$ cat src/rtl/usf_map.vh
// Purpose: register offsets, field positions, reset values and timing counts
// Assumes: one serial channel, 8-bit register port
// Notes: included by every design file of the block except usf_sync
`ifndef USF_MAP_VH
`define USF_MAP_VH

// register offsets (4-bit address)
`define USF_ADDR_HOLDING 4'h0
`define USF_ADDR_IER 4'h1
`define USF_ADDR_FCR_ISR 4'h2
`define USF_ADDR_LCR 4'h3
`define USF_ADDR_MCR 4'h4
`define USF_ADDR_LSR 4'h5
`define USF_ADDR_MSR 4'h6
`define USF_ADDR_SPR 4'h7
`define USF_ADDR_DIVLO 4'h8
`define USF_ADDR_DIVHI 4'h9
`define USF_ADDR_DIVFR 4'hA
`define USF_ADDR_FEATURE_CONTROL_REG 4'hB
`define USF_ADDR_EFR 4'hC
`define USF_ADDR_FLOWSEL 4'hD
`define USF_ADDR_FLOWSTAT 4'hE
`define USF_ADDR_IRQ 4'hF

// flow character, level and threshold select values written at the flow select slot
`define USF_SEL_STOP1 4'h0
`define USF_SEL_STOP2 4'h1
`define USF_SEL_RES1 4'h2
`define USF_SEL_RES2 4'h3
`define USF_SEL_TXLVL 4'h4
`define USF_SEL_TXTRG 4'h5
`define USF_SEL_RXLVL 4'h6
`define USF_SEL_RXTRG 4'h7

// flow status bits
`define USF_FS_TX_RESUME 3
`define USF_FS_TX_STOP 2
`define USF_FS_RX_RESUME 1
`define USF_FS_RX_STOP 0

// irq status bits
`define USF_IRQ_FLOW 0
`define USF_IRQ_RX 1

// reset values
`define USF_RST_ZERO 8'h00
`define USF_RST_DIVLO 8'h01
`define USF_RST_ISR 8'h01
`define USF_RST_LSR 8'h60
`define USF_RST_SPR 8'hFF
`define USF_LSR_RX_READY 0

// timing: receive interrupt within one baud tick of the stop bit
`define USF_BCLK_PERIODS 1

`endif

$ cat src/rtl/usf_regs.v
// Purpose: channel register bank with flow character registers and status
// Assumes: one clk at 250 MHz, synchronous active high reset, plain reg port
// Notes: engines outside report flow events and line state as pulses/levels
//
// Added by the designer: the address map and the plain strobed port.
`timescale 1ns/1ps
`default_nettype none
`include "usf_map.vh"
module usf_regs (
  input wire clk,
  input wire rst,
  input wire [3:0] addr,
  input wire [7:0] wdata,
  input wire wr,
  input wire rd,
  output reg [7:0] rdata,
  input wire bclk_tick,
  input wire tx_resume_sent,
  input wire tx_stop_sent,
  input wire rx_resume_seen,
  input wire rx_stop_seen,
  input wire rx_char_done,
  input wire [7:0] rx_char,
  input wire [3:0] modem_in_n,
  input wire [7:0] tx_fifo_count,
  input wire [7:0] rx_fifo_count,
  input wire tx_idle,
  input wire tx_serial,
  input wire tx_serial_en,
  output reg serial_out,
  output reg infrared_tx_out,
  output reg rts_n,
  output reg dtr_n,
  output wire [7:0] stop_char_first_o,
  output wire [7:0] stop_char_second_o,
  output wire [7:0] resume_char_first_o,
  output wire [7:0] resume_char_second_o,
  output wire [3:0] tx_flow_sel,
  output wire [3:0] rx_flow_sel,
  output wire [7:0] transmit_holding_o,
  output reg transmit_load,
  output wire irq
);
  // software writable registers, and the receive holding register
  reg [7:0] baud_divisor_low;
  reg [7:0] baud_divisor_high;
  reg [7:0] baud_divisor_fraction;
  reg [7:0] interrupt_enable_reg;
  reg [7:0] fifo_control_reg;
  reg [7:0] line_control_reg;
  reg [7:0] modem_control_reg;
  reg [7:0] scratch_reg;
  reg [7:0] feature_control_reg;
  reg [7:0] enhanced_feature_reg;
  reg [7:0] tx_fifo_threshold;
  reg [7:0] rx_fifo_threshold;
  reg [7:0] stop_char_first;
  reg [7:0] stop_char_second;
  reg [7:0] resume_char_first;
  reg [7:0] resume_char_second;
  reg [3:0] flow_select;
  reg [7:0] receive_holding;
  reg [7:0] transmit_holding;
  // status state, plus the irq mask and the read mux
  reg rx_ready;
  reg [3:0] modem_prev;
  reg [3:0] modem_delta;
  reg [1:0] modem_primed;
  reg [1:0] irq_status;
  reg [1:0] irq_mask;
  reg [7:0] next_rdata;
  reg [7:0] interrupt_source_reg;
  wire [7:0] line_status_reg;
  wire [7:0] modem_status_reg;
  wire [3:0] modem_lvl_n;
  wire [3:0] modem_lvl;
  wire [7:0] flow_char_status;
  wire flow_enabled;
  wire rd_flowstat;
  wire flow_event;
  wire rx_int;

  // modem inputs come from pins: two flops before use
  usf_sync #(.W(4)) u_sync (
    .clk(clk),
    .rst(rst),
    .din(modem_in_n),
    .dout(modem_lvl_n)
  );
  assign modem_lvl = ~modem_lvl_n;

  // all four select bits zero means no software flow control
  assign flow_enabled = |enhanced_feature_reg[3:0];
  assign tx_flow_sel = {2'b00, enhanced_feature_reg[3:2]};
  assign rx_flow_sel = {2'b00, enhanced_feature_reg[1:0]};
  assign rd_flowstat = rd && (addr == `USF_ADDR_FLOWSTAT);
  assign flow_event = tx_resume_sent | tx_stop_sent | rx_resume_seen | rx_stop_seen;

  usf_flowstat u_flowstat (
    .clk(clk),
    .rst(rst),
    .flow_enabled(flow_enabled),
    .clear_rd(rd_flowstat),
    .tx_resume_sent(tx_resume_sent),
    .tx_stop_sent(tx_stop_sent),
    .rx_resume_seen(rx_resume_seen),
    .rx_stop_seen(rx_stop_seen),
    .status(flow_char_status)
  );

  // flow characters go to the engines, never back to the bus
  assign stop_char_first_o = stop_char_first;
  assign stop_char_second_o = stop_char_second;
  assign resume_char_first_o = resume_char_first;
  assign resume_char_second_o = resume_char_second;
  assign transmit_holding_o = transmit_holding;

  // register writes and reset values
  always @(posedge clk) begin
    if (rst) begin
      baud_divisor_low <= `USF_RST_DIVLO;
      baud_divisor_high <= `USF_RST_ZERO;
      baud_divisor_fraction <= `USF_RST_ZERO;
      interrupt_enable_reg <= `USF_RST_ZERO;
      fifo_control_reg <= `USF_RST_ZERO;
      line_control_reg <= `USF_RST_ZERO;
      modem_control_reg <= `USF_RST_ZERO;
      feature_control_reg <= `USF_RST_ZERO;
      enhanced_feature_reg <= `USF_RST_ZERO;
      tx_fifo_threshold <= `USF_RST_ZERO;
      rx_fifo_threshold <= `USF_RST_ZERO;
      stop_char_first <= `USF_RST_ZERO;
      stop_char_second <= `USF_RST_ZERO;
      resume_char_first <= `USF_RST_ZERO;
      resume_char_second <= `USF_RST_ZERO;
      scratch_reg <= `USF_RST_SPR;
      flow_select <= 4'h0;
      irq_mask <= 2'b00;
    end else if (wr) begin
      case (addr)
        `USF_ADDR_IER: interrupt_enable_reg <= wdata;
        `USF_ADDR_FCR_ISR: fifo_control_reg <= wdata;
        `USF_ADDR_LCR: line_control_reg <= wdata;
        `USF_ADDR_MCR: modem_control_reg <= wdata;
        `USF_ADDR_SPR: scratch_reg <= wdata;
        `USF_ADDR_DIVLO: baud_divisor_low <= wdata;
        `USF_ADDR_DIVHI: baud_divisor_high <= wdata;
        `USF_ADDR_DIVFR: baud_divisor_fraction <= wdata;
        `USF_ADDR_FEATURE_CONTROL_REG: feature_control_reg <= wdata;
        `USF_ADDR_EFR: enhanced_feature_reg <= wdata;
        `USF_ADDR_FLOWSEL: flow_select <= wdata[3:0];
        `USF_ADDR_IRQ: irq_mask <= wdata[5:4]; // same place as on read
        `USF_ADDR_FLOWSTAT: begin
          // data slot for whichever character or threshold register is selected; level selects take no write
          case (flow_select)
            `USF_SEL_STOP1: stop_char_first <= wdata;
            `USF_SEL_STOP2: stop_char_second <= wdata;
            `USF_SEL_RES1: resume_char_first <= wdata;
            `USF_SEL_RES2: resume_char_second <= wdata;
            `USF_SEL_TXTRG: tx_fifo_threshold <= wdata;
            `USF_SEL_RXTRG: rx_fifo_threshold <= wdata;
            default: ;
          endcase
        end
        default: ;
      endcase
    end
  end

  // holding registers carry no reset: contents undefined until used
  always @(posedge clk) begin
    if (wr && addr == `USF_ADDR_HOLDING) begin
      transmit_holding <= wdata;
    end
    if (rx_char_done) begin
      receive_holding <= rx_char;
    end
  end

  // transmit load strobe and receive ready flag
  always @(posedge clk) begin
    if (rst) begin
      transmit_load <= 1'b0;
      rx_ready <= 1'b0;
    end else begin
      transmit_load <= wr && (addr == `USF_ADDR_HOLDING);
      if (rx_char_done) begin
        rx_ready <= 1'b1; // set wins over the read below
      end else if (rd && addr == `USF_ADDR_HOLDING) begin
        rx_ready <= 1'b0;
      end
    end
  end

  // line status: holding and shifter empty bits from the transmit side
  assign line_status_reg = {1'b0, tx_idle, tx_idle, 4'h0, rx_ready};

  // modem change bits; history primed until the synchroniser has filled,
  // else a pin held active through reset would look like a change
  always @(posedge clk) begin
    if (rst) begin
      modem_prev <= 4'h0;
      modem_delta <= 4'h0;
      modem_primed <= 2'b00;
    end else begin
      modem_prev <= modem_lvl;
      if (modem_primed != 2'b11) begin
        modem_primed <= modem_primed + 2'b01;
      end
      if ((modem_primed == 2'b11) && (modem_prev != modem_lvl)) begin
        modem_delta <= modem_delta | (modem_prev ^ modem_lvl);
      end else if (rd && addr == `USF_ADDR_MSR) begin
        modem_delta <= 4'h0;
      end
    end
  end
  assign modem_status_reg = {modem_lvl, modem_delta}; // levels live

  // receive interrupt raised the cycle after character done, once rx_ready is set, inside one tick
  assign rx_int = rx_ready & interrupt_enable_reg[0];

  // interrupt source: 0x01 means no enabled receive interrupt pending
  always @* begin
    if (rx_int) begin
      interrupt_source_reg = 8'h04;
    end else begin
      interrupt_source_reg = `USF_RST_ISR;
    end
  end

  // sticky block events, cleared by reading the irq register; set wins
  always @(posedge clk) begin
    if (rst) begin
      irq_status <= 2'b00;
    end else begin
      irq_status[`USF_IRQ_FLOW] <= flow_event |
        (irq_status[`USF_IRQ_FLOW] & ~(rd && addr == `USF_ADDR_IRQ));
      irq_status[`USF_IRQ_RX] <= rx_char_done |
        (irq_status[`USF_IRQ_RX] & ~(rd && addr == `USF_ADDR_IRQ));
    end
  end
  assign irq = |(irq_status & irq_mask);

  // read mux; the write-only flow character slots read the flow status
  always @* begin
    case (addr)
      `USF_ADDR_HOLDING: next_rdata = receive_holding;
      `USF_ADDR_IER: next_rdata = interrupt_enable_reg;
      `USF_ADDR_FCR_ISR: next_rdata = interrupt_source_reg;
      `USF_ADDR_LCR: next_rdata = line_control_reg;
      `USF_ADDR_MCR: next_rdata = modem_control_reg;
      `USF_ADDR_LSR: next_rdata = line_status_reg;
      `USF_ADDR_MSR: next_rdata = modem_status_reg;
      `USF_ADDR_SPR: next_rdata = scratch_reg;
      `USF_ADDR_DIVLO: next_rdata = baud_divisor_low;
      `USF_ADDR_DIVHI: next_rdata = baud_divisor_high;
      `USF_ADDR_DIVFR: next_rdata = baud_divisor_fraction;
      `USF_ADDR_FEATURE_CONTROL_REG: next_rdata = feature_control_reg;
      `USF_ADDR_EFR: next_rdata = enhanced_feature_reg;
      `USF_ADDR_FLOWSEL: next_rdata = {4'h0, flow_select};
      `USF_ADDR_FLOWSTAT: begin
        case (flow_select)
          `USF_SEL_TXLVL: next_rdata = tx_fifo_count;
          `USF_SEL_TXTRG: next_rdata = tx_fifo_threshold;
          `USF_SEL_RXLVL: next_rdata = rx_fifo_count;
          `USF_SEL_RXTRG: next_rdata = rx_fifo_threshold;
          default: next_rdata = flow_char_status;
        endcase
      end
      `USF_ADDR_IRQ: next_rdata = {2'b00, irq_mask, 2'b00, irq_status};
      default: next_rdata = 8'h00;
    endcase
  end

  // read data stands the cycle after the strobe only
  always @(posedge clk) begin
    if (rst) begin
      rdata <= 8'h00;
    end else if (rd) begin
      rdata <= next_rdata;
    end else begin
      rdata <= 8'h00;
    end
  end

  // pin outputs: idle levels under reset, then driven by engine and control
  always @(posedge clk) begin
    if (rst) begin
      serial_out <= 1'b1;
      infrared_tx_out <= 1'b0;
      rts_n <= 1'b1;
      dtr_n <= 1'b1;
    end else begin
      serial_out <= tx_serial_en ? tx_serial : 1'b1;
      infrared_tx_out <= tx_serial_en & ~tx_serial & feature_control_reg[4];
      rts_n <= ~modem_control_reg[1];
      dtr_n <= ~modem_control_reg[0];
    end
  end
endmodule // usf_regs
`default_nettype wire

$ cat src/rtl/usf_sync.v
// Purpose: two-flop synchroniser for a group of pin inputs
// Assumes: inputs asynchronous to clk
// Notes: first stage feeds only the second stage
`timescale 1ns/1ps
`default_nettype none
module usf_sync #(
  parameter W = 4
) (
  input wire clk,
  input wire rst,
  input wire [W-1:0] din,
  output reg [W-1:0] dout
);
  reg [W-1:0] meta;

  // plain two-stage chain; reset to the idle high of active low pins
  // so that no false level change follows reset
  always @(posedge clk) begin
    if (rst) begin
      meta <= {W{1'b1}};
      dout <= {W{1'b1}};
    end else begin
      meta <= din;
      dout <= meta;
    end
  end
endmodule // usf_sync
`default_nettype wire

$ cat src/rtl/usf_flowstat.v
// Purpose: per-bit sticky flow character status with read clear
// Assumes: event pulses one cycle long, on clk
// Notes: the set wins over a read clear in the same cycle
`timescale 1ns/1ps
`default_nettype none
`include "usf_map.vh"
module usf_flowstat (
  input wire clk,
  input wire rst,
  input wire flow_enabled,
  input wire clear_rd,
  input wire tx_resume_sent,
  input wire tx_stop_sent,
  input wire rx_resume_seen,
  input wire rx_stop_seen,
  output wire [7:0] status
);
  wire [3:0] ev;
  reg [3:0] bits;
  genvar i;

  assign ev = {tx_resume_sent, tx_stop_sent, rx_resume_seen, rx_stop_seen};
  assign status = {4'h0, bits}; // upper nibble reserved

  // one sticky bit per event; newest of a tx or rx pair replaces the other
  generate
    for (i = 0; i < 4; i = i + 1) begin : g_bit
      always @(posedge clk) begin
        if (rst || !flow_enabled) begin
          bits[i] <= 1'b0; // forced clear while flow control off
        end else if (ev[i]) begin
          bits[i] <= 1'b1;
        end else if (ev[i ^ 1]) begin
          bits[i] <= 1'b0; // only the most recent character of a direction
        end else if (clear_rd) begin
          bits[i] <= 1'b0; // read clears
        end
      end
    end
  endgenerate
endmodule // usf_flowstat
`default_nettype wire

$ cat config.mk
export PLATFORM = sky130hd
export DESIGN_NAME = usf_regs
export DESIGN_NICKNAME = d
export VERILOG_FILES = /design/src/rtl/usf_regs.v /design/src/rtl/usf_sync.v /design/src/rtl/usf_flowstat.v
export VERILOG_INCLUDE_DIRS = /design/src /design/src/rtl
export SDC_FILE = /design/constraint.sdc
export NUM_CORES = 1
export LEC_CHECK = 0
export BUFFER_PORTS_ARGS = -buffer_cell sky130_fd_sc_hd__buf_2
export CORE_ASPECT_RATIO = 1.1
export CORE_UTILIZATION = 55
export CTS_BUF_LIST = sky130_fd_sc_hd__clkbuf_4 sky130_fd_sc_hd__clkbuf_8 sky130_fd_sc_hd__clkbuf_16
export CTS_CLUSTER_DIAMETER = 80
export DETAILED_ROUTE_END_ITERATION = 10
export PLACE_DENSITY = 0.8
export SETUP_SLACK_MARGIN = 0.5
export SYNTH_ARGS = -nofsm -noshare
export SYNTH_HDL_FRONTEND = slang
export SYNTH_SLANG_ARGS = --single-unit
$ cat constraint.sdc
create_clock -name clk -period 3.7 [get_ports clk]
set_input_delay 0 -clock clk [delete_from_list [all_inputs] [get_ports clk]]
set_output_delay 0 -clock clk [all_outputs]
set_load 0.03 [all_outputs]
==> summary.txt <==
CTS tree -> done
die area -> 14400 sq um
core area -> 13400 sq um
clk sink count -> 180
Reg clk slew, reported paths -> 70 ps
Post CTS Setup Buffer Count -> 0
Final Hold Viols -> 0
synth top area cells -> dfxtp_1 (43%), mux2i_1 (15%), nor2_1 (6.8%)
Worst Path Arrival -> 2580 ps
gr ovfl total -> 0
R2R depth -> 5
Synth Flop Type -> dfxtp_1
cell count after placement -> 1010
Netlist cell types -> 61
num rows -> 44
power per cell area -> 454 nW/um^2
routed vias -> 6129
final wirelength -> 20.1 mm
routability cong. -> 0.877
post-layout instance count excluding filler cells -> 1066
Final TNS setup -> 0 ps
Hold Path Cell Cnt -> 1
Pre-antenna DRT Iters -> 5
DRC violations left -> 0
final clock skew -> 8.49 ps
Crit Path Class -> reg2reg
Worst Hold Class -> in2reg
Area Overhead vs Synth -> 17.6%
crit share post-route -> 61.5%
Worst Setup End Kind -> flip-flop
leading area contributor after synthesis -> dfxtp_1
Critical Path Start Type -> flip-flop
async set-or-reset flop fraction in the synthesized netlist -> 0%
minimum clock period -> 2280 ps
post-synthesis average cell area -> 9.95 sq um
IO Port Bufs -> 109
Slew HR -> 37.0%
Post-synth EDFFs -> 16
Ports -> 115
Worst-Skew Late Latency -> 430 ps
fin area -> 9010 sq um
Data required, critical path -> 4010 ps
run status -> completed
max cap viols -> 0
flops & latches, synth -> 180
vias in the first global route -> 5829
Max VDD drop -> 0.364 mV
Vias/cell -> 5.75
Post-DRT Antenna Nets -> 0
layout cells sized above 1 -> 21.0%
Max Slew Vio Count -> 0
final setup fails -> 0
Die Wd -> 115 um
Placed Area -> 8200 sq um
CTS Root Cell -> clkbuf_16
Worst-Margin Slew -> 943 ps
yosys warns -> 0
top-count cell post-synth -> dfxtp_1
sequential area share after synthesis -> 49.1%
first-pass GRT wire length -> 31.2 mm
Synth top area share -> 42.8%
GRT Util Overall -> 28.7%
RSZ-0062 raised after global routing -> no
initial antenna violation count -> 1
CTS Buffer Depth -> 2
drt wl/cell -> 18.9 um
Initial Util -> 57.3%
hpwl dp -> 12.9 mm
Syn Inst Count -> 770
Fmax achieved -> 439 MHz
worst-path fanout max -> 10
Inserted Clock Buffers -> 17
final-stage net count -> 922
Post-synth top cells -> dfxtp_1 (164), nor2_1 (138), mux2i_1 (118)
largest net degree at the start of global routing -> 77
CTS H-tree depth -> 4
Die Ht -> 126 um
mapped cell area -> 7660 sq um
number of DRC violations after detailed-routing iteration 0 -> 644
Leakage -> 3.72 nW
## through the flow
step	utilization, %	power (mW)	worst slack, ps	hold WS [ps]
5_1_grt	67.3	4.21	1250	10.1
2_1_floorplan	-	2.26	2080	98.9
3_3_place_gp	61.3	2.36	1420	177
3_5_place_dp	61.3	2.36	1390	178
4_1_cts	67.3	4.10	1430	4.36
6_report	67.3	4.09	1420	13.2
## logic make-up (layout without fill, tap and decap cells)
| logic type | count (synthesis) | after routing | share of synthesized area, % |
|---|---|---|---|
| flops | 180 | 180 | 49.1 |
| xor+xnor | 5 | 5 | 0.571 |
| other cells | 1 | 5 | 0.0489 |
| buf+inv | 67 | 175 | 4.10 |
| simple gates | 277 | 277 | 17.8 |
| fa+ha+maj | 1 | 1 | 0.163 |
| compound gates | 104 | 104 | 9.01 |
| mux | 135 | 135 | 19.2 |
## metal layers
metal / routed length [um] / GRT usage (%) / up-vias
li1: - / - / 2893
met1: 8430 / 38.5 / 2883
met2: 9200 / 43.3 / 299
met3: 1800 / 7.07 / 54
met4: 678 / 13.5 / 0
met5: 0 / 0 / -
## cell type report
class | instances | area [sq um]
Fill cell | 1064 | 4370
Clock buffer | 19 | 453
Inverter | 6 | 22.5
Sequential cell | 180 | 3760
Timing Repair Buffer | 137 | 816
Clock inverter | 13 | 124
Antenna cell | 1 | 2.50
Tap cell | 184 | 230
Multi-Input combinational cell | 526 | 3600
## repair_timing
action	4_1_cts	5_1_grt
hold buffers	23	0
resized for setup	0	0
endpoints found under the hold margin	30	0
endpoints found under the setup margin	0	0
## critical path, cell delays in order, from the launching register on
cell     delay [ps]
dfxtp_1         480
nor2b_1         800
nor3b_1         320
buf_4           250
mux2i_1         250
nor2_1           60
## placed cells by master (no fill, tap or decap), drive strengths merged, types with 7 or more instances in the layout
cell           n
nand2b         7
or2            8
o21ai         27
inv            9
nor2b         12
dfxtp        164
nor2         142
a21oi         22
mux4           9
nand3b        10
clkbuf        19
edfxtp        16
nand2         43
mux2           8
a32oi          8
buf          114
nand3         20
mux2i        118
dlygate4sd3   23
## power by group
group	internal (mW)	total [mW]	switching, mW
Clock	0.971	1.74	0.774
Combinational	0.111	0.315	0.205
Sequential	2.01	2.03	0.0223
## worst paths after layout
| kind | startpoint | endpoint | slack, ps |
|---|---|---|---|
| worst max-delay path | flow_select[2] | tx_fifo_threshold[1] | 1420 |
| worst min-delay path | wdata[7] | transmit_holding_o[7] | 10 |
| worst max register to register | flow_select[2] | tx_fifo_threshold[1] | 1420 |
| worst min register to register | u_sync.meta[3] | u_sync.dout[3] | 400 |
No activity file was read; power rests on OpenSTA's default activity.
